File: src/shared/ser_params.svh
// offsets, field positions and reset values for the status reporting block
`ifndef SER_PARAMS_SVH
`define SER_PARAMS_SVH

`define SER_REG_W        16
`define SER_STB_W        8

`define SER_OP_READ      2'h0
`define SER_OP_WRITE     2'h1
`define SER_OP_PRESET    2'h2

`define SER_NODE_OPER    1'h0
`define SER_NODE_ERR     1'h1

`define SER_SEL_COND     3'h0
`define SER_SEL_RISE     3'h1
`define SER_SEL_FALL     3'h2
`define SER_SEL_EVENT    3'h3
`define SER_SEL_ENABLE   3'h4

`define SER_OP_EXCESS    8
`define SER_OP_INIT      9
`define SER_ERR_CC       7
`define SER_ERR_TEMP     9
`define SER_ERR_PROT     10

`define SER_STB_OPER     7
`define SER_STB_ERR      3

`define SER_FILTER_RST   16'h0000
`define SER_ENABLE_RST   16'h0000
`define SER_EVENT_RST    16'h0000
`define SER_RISE_PRESET  16'hFFFF
`define SER_FALL_PRESET  16'h0000
`define SER_ENABLE_PRESET 16'h0000

`endif

File: src/shared/ser_pkg.sv
// types for the status reporting block
`include "ser_params.svh"
package ser_pkg;
	typedef enum logic [1:0] {
		SER_READ   = `SER_OP_READ,
		SER_WRITE  = `SER_OP_WRITE,
		SER_PRESET = `SER_OP_PRESET
	} ser_op_t;

	typedef enum logic [2:0] {
		SER_COND   = `SER_SEL_COND,
		SER_RISE   = `SER_SEL_RISE,
		SER_FALL   = `SER_SEL_FALL,
		SER_EVENT  = `SER_SEL_EVENT,
		SER_ENABLE = `SER_SEL_ENABLE
	} ser_sel_t;

	typedef struct packed {
		ser_op_t                 op;
		logic                    node;
		ser_sel_t                sel;
		logic [`SER_REG_W-1:0]   data;
	} ser_cmd_t;
endpackage

File: src/hw/ser_status_node.sv
// one status node: condition, transition filters, event and enable
`timescale 1ns/1ps
`include "ser_params.svh"
module ser_status_node #(
	parameter int W = `SER_REG_W
) (
	input  wire logic         core_clk,  // 200 MHz clock
	input  wire logic         arst_n,    // async reset, low
	input  wire logic [W-1:0] liveCond,  // live state bits
	input  wire logic         wrRise,    // write rise filter
	input  wire logic         wrFall,    // write fall filter
	input  wire logic         wrEnable,  // write enable mask
	input  wire logic [W-1:0] wrData,    // write value
	input  wire logic         preset,    // status preset
	input  wire logic         rdEvent,   // event read, clears
	output logic      [W-1:0] cond,      // condition register
	output logic      [W-1:0] rise,      // rise filter
	output logic      [W-1:0] fall,      // fall filter
	output logic      [W-1:0] event_o,   // event register
	output logic      [W-1:0] enable,    // enable register
	output logic              summary    // summary bit
);
	logic [W-1:0] cond_q;
	logic [W-1:0] rise_q;
	logic [W-1:0] fall_q;
	logic [W-1:0] event_q;
	logic [W-1:0] enable_q;
	logic         summary_q;
	logic [W-1:0] riseHit;
	logic [W-1:0] fallHit;
	logic [W-1:0] setBits;
	logic         anyHit;
	logic         touched_q;

	assign riseHit = liveCond & ~cond_q & rise_q;
	assign fallHit = ~liveCond & cond_q & fall_q;
	assign setBits = riseHit | fallHit;
	assign anyHit  = |(event_q & enable_q);

	always_ff @(posedge core_clk or negedge arst_n) begin
		if (!arst_n) cond_q <= W'(0);
		else cond_q <= liveCond;
	end

	always_ff @(posedge core_clk or negedge arst_n) begin
		if (!arst_n) begin
			rise_q <= W'(`SER_FILTER_RST);
			fall_q <= W'(`SER_FILTER_RST);
		end else if (preset) begin
			rise_q <= W'(`SER_RISE_PRESET);
			fall_q <= W'(`SER_FALL_PRESET);
		end else begin
			if (wrRise) rise_q <= wrData;
			if (wrFall) fall_q <= wrData;
		end
	end

	always_ff @(posedge core_clk or negedge arst_n) begin
		if (!arst_n) enable_q <= W'(`SER_ENABLE_RST);
		else if (preset) enable_q <= W'(`SER_ENABLE_PRESET);
		else if (wrEnable) enable_q <= wrData;
	end

	// new edges win over the read clear
	always_ff @(posedge core_clk or negedge arst_n) begin
		if (!arst_n) event_q <= W'(`SER_EVENT_RST);
		else event_q <= (rdEvent ? W'(0) : event_q) | setBits;
	end

	always_ff @(posedge core_clk or negedge arst_n) begin
		if (!arst_n) summary_q <= 1'b0;
		else summary_q <= anyHit;
	end

	always_ff @(posedge core_clk or negedge arst_n) begin
		if (!arst_n) touched_q <= 1'b0;
		else if (preset || wrRise || wrFall) touched_q <= 1'b1;
	end

	assign cond    = cond_q;
	assign rise    = rise_q;
	assign fall    = fall_q;
	assign event_o = event_q;
	assign enable  = enable_q;
	assign summary = summary_q;

	rise_capture_a:
	assert property (@(posedge core_clk) disable iff (!arst_n)
		(|riseHit) |=> ((event_q & $past(riseHit)) == $past(riseHit)))
		else $error("rising edge not latched");

	fall_capture_a:
	assert property (@(posedge core_clk) disable iff (!arst_n)
		(|fallHit) |=> ((event_q & $past(fallHit)) == $past(fallHit)))
		else $error("falling edge not latched");

	filter_powerup_a:
	assert property (@(posedge core_clk) disable iff (!arst_n)
		!touched_q |-> (rise_q == W'(0)) && (fall_q == W'(0)))
		else $error("filter not disabled after power-up");

	event_clear_a:
	assert property (@(posedge core_clk) disable iff (!arst_n)
		rdEvent |=> event_q == $past(setBits))
		else $error("event register not cleared by read");

	preset_values_a:
	assert property (@(posedge core_clk) disable iff (!arst_n)
		preset |=> (rise_q == W'(`SER_RISE_PRESET)) && (fall_q == W'(0))
			&& (enable_q == W'(0)))
		else $error("preset left wrong filter or enable value");

	summary_follow_a:
	assert property (@(posedge core_clk) disable iff (!arst_n)
		##1 summary_q == $past(anyHit))
		else $error("summary not one cycle behind event and enable");
endmodule

File: src/hw/ser_status_event_reporting.sv
// status reporting: two status nodes, command port and status byte
`timescale 1ns/1ps
`include "ser_params.svh"
// Functional notes
// - condition register follows live state, read-safe
// - enabled rising condition edge sets event bit
// - enabled falling condition edge sets event bit
// - transition filters start disabled at power-up
// - event read returns bits, then clears
// - enabled operation events drive status bit 7
// - enabled error events drive status bit 3
// - operation bit 8 flags unreachable power
// - operation bit 9 flags initialization running
// - error bit 7 flags coherence power shortfall
// - error bit 9 flags temperature stabilizing
// - error bit 10 flags protective shutdown
// - filter and enable writes read back unchanged
// - preset clears enables, rise ones, fall zero
module ser_status_event_reporting #(
	parameter int W = `SER_REG_W
) (
	input  wire logic              core_clk,       // 200 MHz clock
	input  wire logic              arst_n,         // async reset, low
	input  wire logic              cmdValid,       // command strobe
	input  ser_pkg::ser_cmd_t      cmd,            // command word
	output logic                   rspValid,       // read answer strobe
	output logic         [W-1:0]   rspData,        // read answer data
	input  wire logic              powerOverRange, // set power unreachable
	input  wire logic              ampMismatch,    // output differs from set
	input  wire logic              initBusy,       // power-up init running
	input  wire logic              ccActive,       // coherence control on
	input  wire logic              ccBelowUncal,   // power under cc threshold
	input  wire logic              tempUnstable,   // chamber temp out of range
	input  wire logic              diodeProtect,   // output off for diode
	output logic [`SER_STB_W-1:0]  statusByte      // summary status byte
);
	localparam int NODES = 2;

	logic [W-1:0] liveCond [NODES];
	logic [W-1:0] condArr  [NODES];
	logic [W-1:0] riseArr  [NODES];
	logic [W-1:0] fallArr  [NODES];
	logic [W-1:0] eventArr [NODES];
	logic [W-1:0] enArr    [NODES];
	logic         sumArr   [NODES];
	logic         wrRise   [NODES];
	logic         wrFall   [NODES];
	logic         wrEnable [NODES];
	logic         rdEvent  [NODES];

	logic         isRead;
	logic         isWrite;
	logic         isPreset;
	logic [W-1:0] readView;
	logic         rspValid_q;
	logic [W-1:0] rspData_q;

	assign isRead   = cmdValid && (cmd.op == ser_pkg::SER_READ);
	assign isWrite  = cmdValid && (cmd.op == ser_pkg::SER_WRITE);
	assign isPreset = cmdValid && (cmd.op == ser_pkg::SER_PRESET);

	// live bits of both nodes; a mismatch of amplitude shares the excess bit
	always_comb begin
		liveCond[`SER_NODE_OPER] = W'(0);
		liveCond[`SER_NODE_OPER][`SER_OP_EXCESS] =
			powerOverRange | ampMismatch;
		liveCond[`SER_NODE_OPER][`SER_OP_INIT] = initBusy;
		liveCond[`SER_NODE_ERR] = W'(0);
		liveCond[`SER_NODE_ERR][`SER_ERR_CC] = ccActive & ccBelowUncal;
		liveCond[`SER_NODE_ERR][`SER_ERR_TEMP] = tempUnstable;
		liveCond[`SER_NODE_ERR][`SER_ERR_PROT] = diodeProtect;
	end

	genvar n;
	generate
		for (n = 0; n < NODES; n++) begin : gNode
			logic hit;

			assign hit = (cmd.node == 1'(n));
			// condition and event are not writable
			assign wrRise[n]   = isWrite && hit && (cmd.sel == ser_pkg::SER_RISE);
			assign wrFall[n]   = isWrite && hit && (cmd.sel == ser_pkg::SER_FALL);
			assign wrEnable[n] = isWrite && hit && (cmd.sel == ser_pkg::SER_ENABLE);
			assign rdEvent[n]  = isRead && hit && (cmd.sel == ser_pkg::SER_EVENT);

			ser_status_node #(
				.W (W)
			) uNode (
				.core_clk (core_clk),
				.arst_n   (arst_n),
				.liveCond (liveCond[n]),
				.wrRise   (wrRise[n]),
				.wrFall   (wrFall[n]),
				.wrEnable (wrEnable[n]),
				.wrData   (cmd.data),
				.preset   (isPreset),
				.rdEvent  (rdEvent[n]),
				.cond     (condArr[n]),
				.rise     (riseArr[n]),
				.fall     (fallArr[n]),
				.event_o  (eventArr[n]),
				.enable   (enArr[n]),
				.summary  (sumArr[n])
			);
		end
	endgenerate

	// read selection; reading condition has no side effect
	always_comb begin
		if (cmd.sel == ser_pkg::SER_COND) begin
			readView = condArr[cmd.node];
		end else if (cmd.sel == ser_pkg::SER_RISE) begin
			readView = riseArr[cmd.node];
		end else if (cmd.sel == ser_pkg::SER_FALL) begin
			readView = fallArr[cmd.node];
		end else if (cmd.sel == ser_pkg::SER_EVENT) begin
			readView = eventArr[cmd.node];
		end else if (cmd.sel == ser_pkg::SER_ENABLE) begin
			readView = enArr[cmd.node];
		end else begin
			readView = W'(0);
		end
	end

	always_ff @(posedge core_clk or negedge arst_n) begin
		if (!arst_n) rspValid_q <= 1'b0;
		else rspValid_q <= isRead;
	end

	// data held until the next read
	always_ff @(posedge core_clk or negedge arst_n) begin
		if (!arst_n) rspData_q <= W'(0);
		else if (isRead) rspData_q <= readView;
	end

	assign rspValid = rspValid_q;
	assign rspData  = rspData_q;

	always_comb begin
		statusByte = `SER_STB_W'(0);
		statusByte[`SER_STB_OPER] = sumArr[`SER_NODE_OPER];
		statusByte[`SER_STB_ERR]  = sumArr[`SER_NODE_ERR];
	end

	cond_track_a:
	assert property (@(posedge core_clk) disable iff (!arst_n)
		##1 (condArr[0] == $past(liveCond[0])) && (condArr[1] == $past(liveCond[1])))
		else $error("condition register lags live state");

	excess_power_a:
	assert property (@(posedge core_clk) disable iff (!arst_n)
		powerOverRange |=> condArr[`SER_NODE_OPER][`SER_OP_EXCESS])
		else $error("excess power not flagged");

	amp_mismatch_a:
	assert property (@(posedge core_clk) disable iff (!arst_n)
		ampMismatch |=> condArr[`SER_NODE_OPER][`SER_OP_EXCESS])
		else $error("amplitude mismatch not flagged");

	excess_clear_a:
	assert property (@(posedge core_clk) disable iff (!arst_n)
		(!powerOverRange && !ampMismatch) |=> !condArr[`SER_NODE_OPER][`SER_OP_EXCESS])
		else $error("excess power flag stuck");

	init_busy_a:
	assert property (@(posedge core_clk) disable iff (!arst_n)
		##1 condArr[`SER_NODE_OPER][`SER_OP_INIT] == $past(initBusy))
		else $error("initialization flag wrong");

	cc_shortfall_a:
	assert property (@(posedge core_clk) disable iff (!arst_n)
		##1 condArr[`SER_NODE_ERR][`SER_ERR_CC] == ($past(ccActive) && $past(ccBelowUncal)))
		else $error("coherence shortfall flag wrong");

	temp_range_a:
	assert property (@(posedge core_clk) disable iff (!arst_n)
		tempUnstable [*2] |-> condArr[`SER_NODE_ERR][`SER_ERR_TEMP])
		else $error("temperature flag wrong");

	diode_protect_a:
	assert property (@(posedge core_clk) disable iff (!arst_n)
		$rose(diodeProtect) |=> condArr[`SER_NODE_ERR][`SER_ERR_PROT])
		else $error("protective shutdown flag wrong");

	oper_summary_a:
	assert property (@(posedge core_clk) disable iff (!arst_n)
		(|(eventArr[`SER_NODE_OPER] & enArr[`SER_NODE_OPER])) |=> statusByte[`SER_STB_OPER])
		else $error("operation summary bit missing");

	err_summary_a:
	assert property (@(posedge core_clk) disable iff (!arst_n)
		(|(eventArr[`SER_NODE_ERR] & enArr[`SER_NODE_ERR])) |=> statusByte[`SER_STB_ERR])
		else $error("error summary bit missing");

	summary_quiet_a:
	assert property (@(posedge core_clk) disable iff (!arst_n)
		(eventArr[`SER_NODE_OPER] & enArr[`SER_NODE_OPER]) == W'(0)
			|=> !statusByte[`SER_STB_OPER])
		else $error("operation summary without enabled event");

	rise_readback_a:
	assert property (@(posedge core_clk) disable iff (!arst_n)
		wrRise[`SER_NODE_ERR] |=> riseArr[`SER_NODE_ERR] == $past(cmd.data))
		else $error("rise filter write not kept");

	event_read_a:
	assert property (@(posedge core_clk) disable iff (!arst_n)
		rdEvent[`SER_NODE_OPER] |=> rspValid && (rspData == $past(eventArr[0])))
		else $error("event read returned wrong bits");

	resp_pulse_a:
	assert property (@(posedge core_clk) disable iff (!arst_n)
		isRead |=> rspValid)
		else $error("read answer missing");

	resp_quiet_a:
	assert property (@(posedge core_clk) disable iff (!arst_n)
		!isRead |=> !rspValid)
		else $error("answer without a read");

	resp_data_a:
	assert property (@(posedge core_clk) disable iff (!arst_n)
		isRead |=> rspData == $past(readView))
		else $error("read answer data wrong");

	resp_hold_a:
	assert property (@(posedge core_clk) disable iff (!arst_n)
		!isRead |=> $stable(rspData))
		else $error("read data changed without a read");

	keep_oper_event_a:
	assert property (@(posedge core_clk) disable iff (!arst_n)
		!rdEvent[0] |=> (eventArr[0] & $past(eventArr[0])) == $past(eventArr[0]))
		else $error("operation event lost without event read");

	keep_err_event_a:
	assert property (@(posedge core_clk) disable iff (!arst_n)
		!rdEvent[1] |=> (eventArr[1] & $past(eventArr[1])) == $past(eventArr[1]))
		else $error("error event lost without event read");

	oper_rise_write_a:
	assert property (@(posedge core_clk) disable iff (!arst_n)
		wrRise[`SER_NODE_OPER] |=> riseArr[`SER_NODE_OPER] == $past(cmd.data))
		else $error("operation rise filter write not kept");

	oper_fall_write_a:
	assert property (@(posedge core_clk) disable iff (!arst_n)
		wrFall[`SER_NODE_OPER] |=> fallArr[`SER_NODE_OPER] == $past(cmd.data))
		else $error("operation fall filter write not kept");

	err_fall_write_a:
	assert property (@(posedge core_clk) disable iff (!arst_n)
		wrFall[`SER_NODE_ERR] |=> fallArr[`SER_NODE_ERR] == $past(cmd.data))
		else $error("error fall filter write not kept");

	oper_en_write_a:
	assert property (@(posedge core_clk) disable iff (!arst_n)
		wrEnable[`SER_NODE_OPER] |=> enArr[`SER_NODE_OPER] == $past(cmd.data))
		else $error("operation enable write not kept");

	err_en_write_a:
	assert property (@(posedge core_clk) disable iff (!arst_n)
		wrEnable[`SER_NODE_ERR] |=> enArr[`SER_NODE_ERR] == $past(cmd.data))
		else $error("error enable write not kept");

	oper_filter_hold_a:
	assert property (@(posedge core_clk) disable iff (!arst_n)
		!cmdValid |=> $stable(riseArr[0]) && $stable(fallArr[0]))
		else $error("operation filter changed without command");

	err_filter_hold_a:
	assert property (@(posedge core_clk) disable iff (!arst_n)
		!cmdValid |=> $stable(riseArr[1]) && $stable(fallArr[1]))
		else $error("error filter changed without command");

	enable_hold_a:
	assert property (@(posedge core_clk) disable iff (!arst_n)
		!cmdValid |=> $stable(enArr[0]) && $stable(enArr[1]))
		else $error("enable changed without command");

	preset_enable_a:
	assert property (@(posedge core_clk) disable iff (!arst_n)
		isPreset |=> (enArr[0] | enArr[1]) == W'(`SER_ENABLE_PRESET))
		else $error("preset left an enable bit set");

	preset_rise_a:
	assert property (@(posedge core_clk) disable iff (!arst_n)
		isPreset |=> (riseArr[0] & riseArr[1]) == W'(`SER_RISE_PRESET))
		else $error("preset left a rise filter bit clear");

	preset_fall_a:
	assert property (@(posedge core_clk) disable iff (!arst_n)
		isPreset |=> (fallArr[0] | fallArr[1]) == W'(`SER_FALL_PRESET))
		else $error("preset left a fall filter bit set");

	err_read_a:
	assert property (@(posedge core_clk) disable iff (!arst_n)
		rdEvent[`SER_NODE_ERR] |=> rspValid && (rspData == $past(eventArr[1])))
		else $error("error event read returned wrong bits");

	oper_read_clear_a:
	assert property (@(posedge core_clk) disable iff (!arst_n)
		(rdEvent[0] && (liveCond[0] == condArr[0])) |=> eventArr[0] == W'(0))
		else $error("operation event not cleared by read");

	err_read_clear_a:
	assert property (@(posedge core_clk) disable iff (!arst_n)
		(rdEvent[1] && (liveCond[1] == condArr[1])) |=> eventArr[1] == W'(0))
		else $error("error event not cleared by read");

	stb_reserved_a:
	assert property (@(posedge core_clk) disable iff (!arst_n)
		(statusByte & 8'h77) == 8'h00)
		else $error("unused status byte bit set");

	err_quiet_a:
	assert property (@(posedge core_clk) disable iff (!arst_n)
		(eventArr[1] & enArr[1]) == W'(0) |=> !statusByte[`SER_STB_ERR])
		else $error("error summary without enabled event");

	unmapped_read_a:
	assert property (@(posedge core_clk) disable iff (!arst_n)
		(isRead && (cmd.sel > ser_pkg::SER_ENABLE)) |=> rspData == W'(0))
		else $error("unmapped read returned nonzero data");

	init_event_a:
	assert property (@(posedge core_clk) disable iff (!arst_n)
		(riseArr[0][`SER_OP_INIT] && initBusy && !condArr[0][`SER_OP_INIT])
			|=> eventArr[0][`SER_OP_INIT])
		else $error("initialization edge not latched");

	prot_event_a:
	assert property (@(posedge core_clk) disable iff (!arst_n)
		(fallArr[1][`SER_ERR_PROT] && !diodeProtect && condArr[1][`SER_ERR_PROT])
			|=> eventArr[1][`SER_ERR_PROT])
		else $error("shutdown end not latched");

	cc_event_a:
	assert property (@(posedge core_clk) disable iff (!arst_n)
		(riseArr[1][`SER_ERR_CC] && ccActive && ccBelowUncal && !condArr[1][`SER_ERR_CC])
			|=> eventArr[1][`SER_ERR_CC])
		else $error("coherence shortfall edge not latched");

	excess_event_a:
	assert property (@(posedge core_clk) disable iff (!arst_n)
		(riseArr[0][`SER_OP_EXCESS] && powerOverRange && !condArr[0][`SER_OP_EXCESS])
			|=> eventArr[0][`SER_OP_EXCESS])
		else $error("excess power edge not latched");
endmodule

File: config.mk
export PLATFORM = sky130hd
export DESIGN_NAME = ser_status_event_reporting
export DESIGN_NICKNAME = d
export VERILOG_FILES = /design/src/shared/ser_pkg.sv /design/src/hw/ser_status_node.sv /design/src/hw/ser_status_event_reporting.sv
export VERILOG_INCLUDE_DIRS = /design/src /design/src/shared
export SDC_FILE = /design/constraint.sdc
export NUM_CORES = 1
export LEC_CHECK = 0
export ABC_CLOCK_PERIOD_IN_PS = 2120
export BUFFER_PORTS_ARGS = -buffer_cell sky130_fd_sc_hd__buf_4
export CAP_MARGIN = 10
export CELL_PAD_IN_SITES_DETAIL_PLACEMENT = 1
export CELL_PAD_IN_SITES_GLOBAL_PLACEMENT = 1
export CORE_MARGIN = 3
export CORE_UTILIZATION = 40
export CTS_CLUSTER_SIZE = 20
export DETAILED_ROUTE_END_ITERATION = 10
export GPL_ROUTABILITY_DRIVEN = 0
export PLACE_DENSITY_LB_ADDON = 0.1
export SKIP_LAST_GASP = 1
export SYNTH_ARGS = -nofsm -noshare
export SYNTH_HDL_FRONTEND = slang
export SYNTH_SLANG_ARGS = --single-unit
File: constraint.sdc
create_clock -name core_clk -period 2.12 [get_ports core_clk]
set_input_delay 0.424 -clock core_clk [delete_from_list [all_inputs] [get_ports core_clk]]
set_output_delay 0.424 -clock core_clk [all_outputs]
set_load 0.005 [all_outputs]
==> flow_summary_export.csv <==
group,metric,value,unit
clock_tree,clk_latency,420,ps
critical_path,cp_cell_sequence,"buf_4 > or3b_1 > or2_1 > o22a_1",
clock_tree,cts_buffer_depth,2,
layout,register_area,3130,um2
synth,syn_inst,606,
critical_path,crit_path_start,"cmd[18]",
timing,finalMaxSlewViolations,0,
critical_path,endpoint,"gNode[1].uNode.rise[5]",
synth,yosysWarnings,0,
detailed_routing,routed-via-count,4822,
synth,synth_ff_type,"dfrtp_1",
layout,multi_input_comb_area,2460,um2
pwr,powerDensity,838,nW/um2
clock_tree,cts_tree,"done",
critical_path,worstPathRequired,2420,ps
layout,fin_nets,697,
layout,final_util,0.507,
grt,track_usage,0.243,
placed_design,dpl.hpwl,12900,um
timing,fmax,587,MHz
critical_path,worstPathArrival,2010,ps
clock_tree,htreeDepth,4,
synth,synthArstFlopShare,1.00,
timing,finalCritPeriodShare,0.804,
critical_path,worst-path-max-fanout,16,
clock_tree,hold_buffers,1,
layout,finish.instance_area,7140,um2
clock_tree,root_buffer,"clkbuf_16",
clock_tree,post_cts_buffers,0,
detailed_routing,drt-pass1-iter-count,5,
critical_path,crit_path_start_kind,"input pin",
layout,fillers,1578,
timing,fin_crit,1700,ps
min_path,hold_depth,1,
detailed_routing,ant_nets,0,
timing,setup_viol,0,
detailed_routing,drtIter0Drc,329,
critical_path,cp_num_buf_inv,1,
detailed_routing,remaining_drc_errors,0,
synth,synthesis.area,5860,um2
synth,synth_edf_count,0,
timing,rsz0062_at_grt,"false",
placed_design,io_buffers,50,
pwr,leakage,3.13,nW
grt,grt_pass1_vias,5189,
synth,syn_area_per_cell,9.67,um2
floorplan,core.rowCount,43,
critical_path,reg2reg_setup_slack,810,ps
floorplan,fp.dieW,127,um
critical_path,critPathSlowestCell,"or3b_1",
clock_tree,cts_sinks,125,
clock_tree,clk_pin_slew,50,ps
critical_path,r2r-end,"rspData[7]",
critical_path,critical_path_class,"input pin to register",
detailed_routing,wl_per_cell,21.5,um
grt,grt_max_degree,60,
critical_path,cp-end-kind,"register",
layout,syn_to_final_growth,21.8,%
clock_tree,cts_inserted_buffers,17,
synth,ys_seq_area_frac,0.534,
placed_design,place_area,6550,um2
synth,synth_cell_types,47,
outcome,status,"finished, final reports clean",
timing,hold_viol,0,
synth,synth_seq_cells,125,
floorplan,start_util,0.416,
floorplan,io_pins,57,
detailed_routing,drt_wl_total,18400,um
pwr,worst_ir_drop_vdd,524,uV
grt,antenna_found_initial,0,
floorplan,die_h,127,um
floorplan,core_area,14100,um2
critical_path,critical-path-top-delay-family,"simple AND/OR/NAND/NOR gates",
critical_path,path_depth,4,
timing,worstMarginPinSlew,670,ps
critical_path,regToRegStartpoint,"gNode[1].uNode.enable[7]",
critical_path,reg2reg_depth,4,
grt,gr-total-overflow,0,
timing,fin_skew,6.57,ps
detailed_routing,viasPerCell,5.62,
timing,max_slew_margin,0.553,
run,cap_violations,0,
critical_path,slowest_delay,580,ps
clock_tree,cts_resized,0,
min_path,hold_class,"input pin to register",
layout,antenna_cells,0,
layout,drive_above_1_share,0.184,
floorplan,dieArea,16100,um2
grt,grt_pass1_wl,29800,um
cell families after synthesis:
family / count (synthesis) / share of synthesized area
buf+inv: 54 / 0.0502
simple gates: 220 / 0.162
compound gates: 156 / 0.168
other cells: 1 / 0.000640
flops: 125 / 0.534
mux: 50 / 0.0858
state kept, by name, indices dropped and copies added (netlist names):
| signal | count |
|---|---|
| gNode.uNode.fall | 32 |
| gNode.uNode.rise | 32 |
| gNode.uNode.event_o | 5 |
| gNode.uNode.summary | 2 |
| gNode.uNode.enable | 32 |
| rspValid | 1 |
| rspData | 16 |
| gNode.uNode.cond | 5 |
cells in the final DEF, fill, tap and decap left out, types with 2 or more instances in the layout:
| cell type | netlist | layout |
|---|---|---|
| or2_1 | 3 | 3 |
| clkbuf_8 | 0 | 4 |
| o211ai_1 | 2 | 2 |
| buf_12 | 0 | 7 |
| nand2_1 | 167 | 167 |
| bufinv_16 | 0 | 2 |
| or3b_1 | 3 | 3 |
| clkinv_2 | 0 | 5 |
| a31oi_1 | 2 | 2 |
| nor3_1 | 3 | 3 |
| clkbuf_1 | 17 | 4 |
| o22a_1 | 32 | 32 |
| nand2b_1 | 4 | 4 |
| a21o_1 | 3 | 3 |
| o21ai_0 | 14 | 14 |
| buf_4 | 9 | 78 |
| nand3_1 | 4 | 4 |
| nor2_2 | 4 | 4 |
| o31ai_1 | 2 | 2 |
| a21oi_1 | 74 | 74 |
| a21boi_0 | 2 | 2 |
| nor2_1 | 19 | 19 |
| mux2_2 | 2 | 2 |
| dfrtp_1 | 125 | 125 |
| clkbuf_16 | 0 | 17 |
| o41ai_1 | 2 | 2 |
| o22ai_1 | 17 | 17 |
| nand3b_1 | 2 | 2 |
| conb_1 | 1 | 6 |
| inv_1 | 3 | 3 |
| mux2i_1 | 48 | 48 |
area by class of cell:
class                           count  area share
Inverter                            3     0.00158
Clock inverter                      7      0.0119
Clock buffer                       25      0.0694
Timing Repair Buffer               86       0.103
Multi-Input combinational cell    432       0.344
Sequential cell                   125       0.438
Tap cell                          180      0.0315
power breakdown:
group          total (mW)  leakage (nW)  internal, mW  switching [mW]
Combinational       0.547          1.30         0.238           0.309
Sequential           2.55          1.53          2.49          0.0647
Clock                2.89         0.291          1.84            1.04
per-layer routing:
layer  part of all wire  wire length [um]  GRT usage  vias up
met3              0.042               767     0.0527       27
met1               0.48              8790      0.346     2473
li1                   -                 -          -     2205
met2               0.46              8510      0.371      117
met4              0.019               342     0.0770        0
met5                  0                 0          0        -
cells in the mapped netlist, types with 2 or more instances:
| master | instances | share of area |
|---|---|---|
| nand3b_1 | 2 | 0.0026 |
| buf_1 | 2 | 0.0013 |
| buf_2 | 19 | 0.016 |
| o41ai_1 | 2 | 0.0030 |
| o31ai_1 | 2 | 0.0026 |
| or3b_1 | 3 | 0.0045 |
| clkbuf_1 | 17 | 0.011 |
| mux2_2 | 2 | 0.0038 |
| a21o_1 | 3 | 0.0038 |
| a21oi_1 | 74 | 0.063 |
| dfrtp_1 | 125 | 0.53 |
| nand2b_1 | 4 | 0.0043 |
| mux2i_1 | 48 | 0.082 |
| o21ai_0 | 14 | 0.012 |
| a31oi_1 | 2 | 0.0021 |
| buf_6 | 3 | 0.0058 |
| nor2_1 | 19 | 0.012 |
| o211ai_1 | 2 | 0.0026 |
| nor2_2 | 4 | 0.0043 |
| o22ai_1 | 17 | 0.018 |
| o22a_1 | 32 | 0.048 |
| buf_4 | 9 | 0.012 |
| a21boi_0 | 2 | 0.0026 |
| nor3_1 | 3 | 0.0026 |
| nand2_1 | 167 | 0.11 |
| nand3_1 | 4 | 0.0034 |
| or2_1 | 3 | 0.0032 |
| inv_1 | 3 | 0.0019 |
how the worst min path moves through the flow:
stage                                   to      from  slack (ps)
floorplan           gNode[0].uNode.cond[8]    arst_n         130
global placement    gNode[1].uNode.cond[9]    arst_n         410
detailed placement              rspData[9]    arst_n         420
CTS                 gNode[0].uNode.cond[9]  initBusy         110
global route        gNode[0].uNode.cond[9]  initBusy         110
finish              gNode[0].uNode.cond[9]  initBusy         130
per-stage QoR:
step	setup TNS, ps	power [mW]	cells	hold WS [ps]	setup WS, ps
after floorplan	0	2.84	611	128	309
after global placement	0	3.12	825	408	38.0
after detailed placement	-1.59	3.14	825	420	-1.59
after CTS	0	6.04	858	109	419
after global routing	0	6.20	858	108	348
final	0	5.99	858	127	416
(Power assumes the default switching activity.)
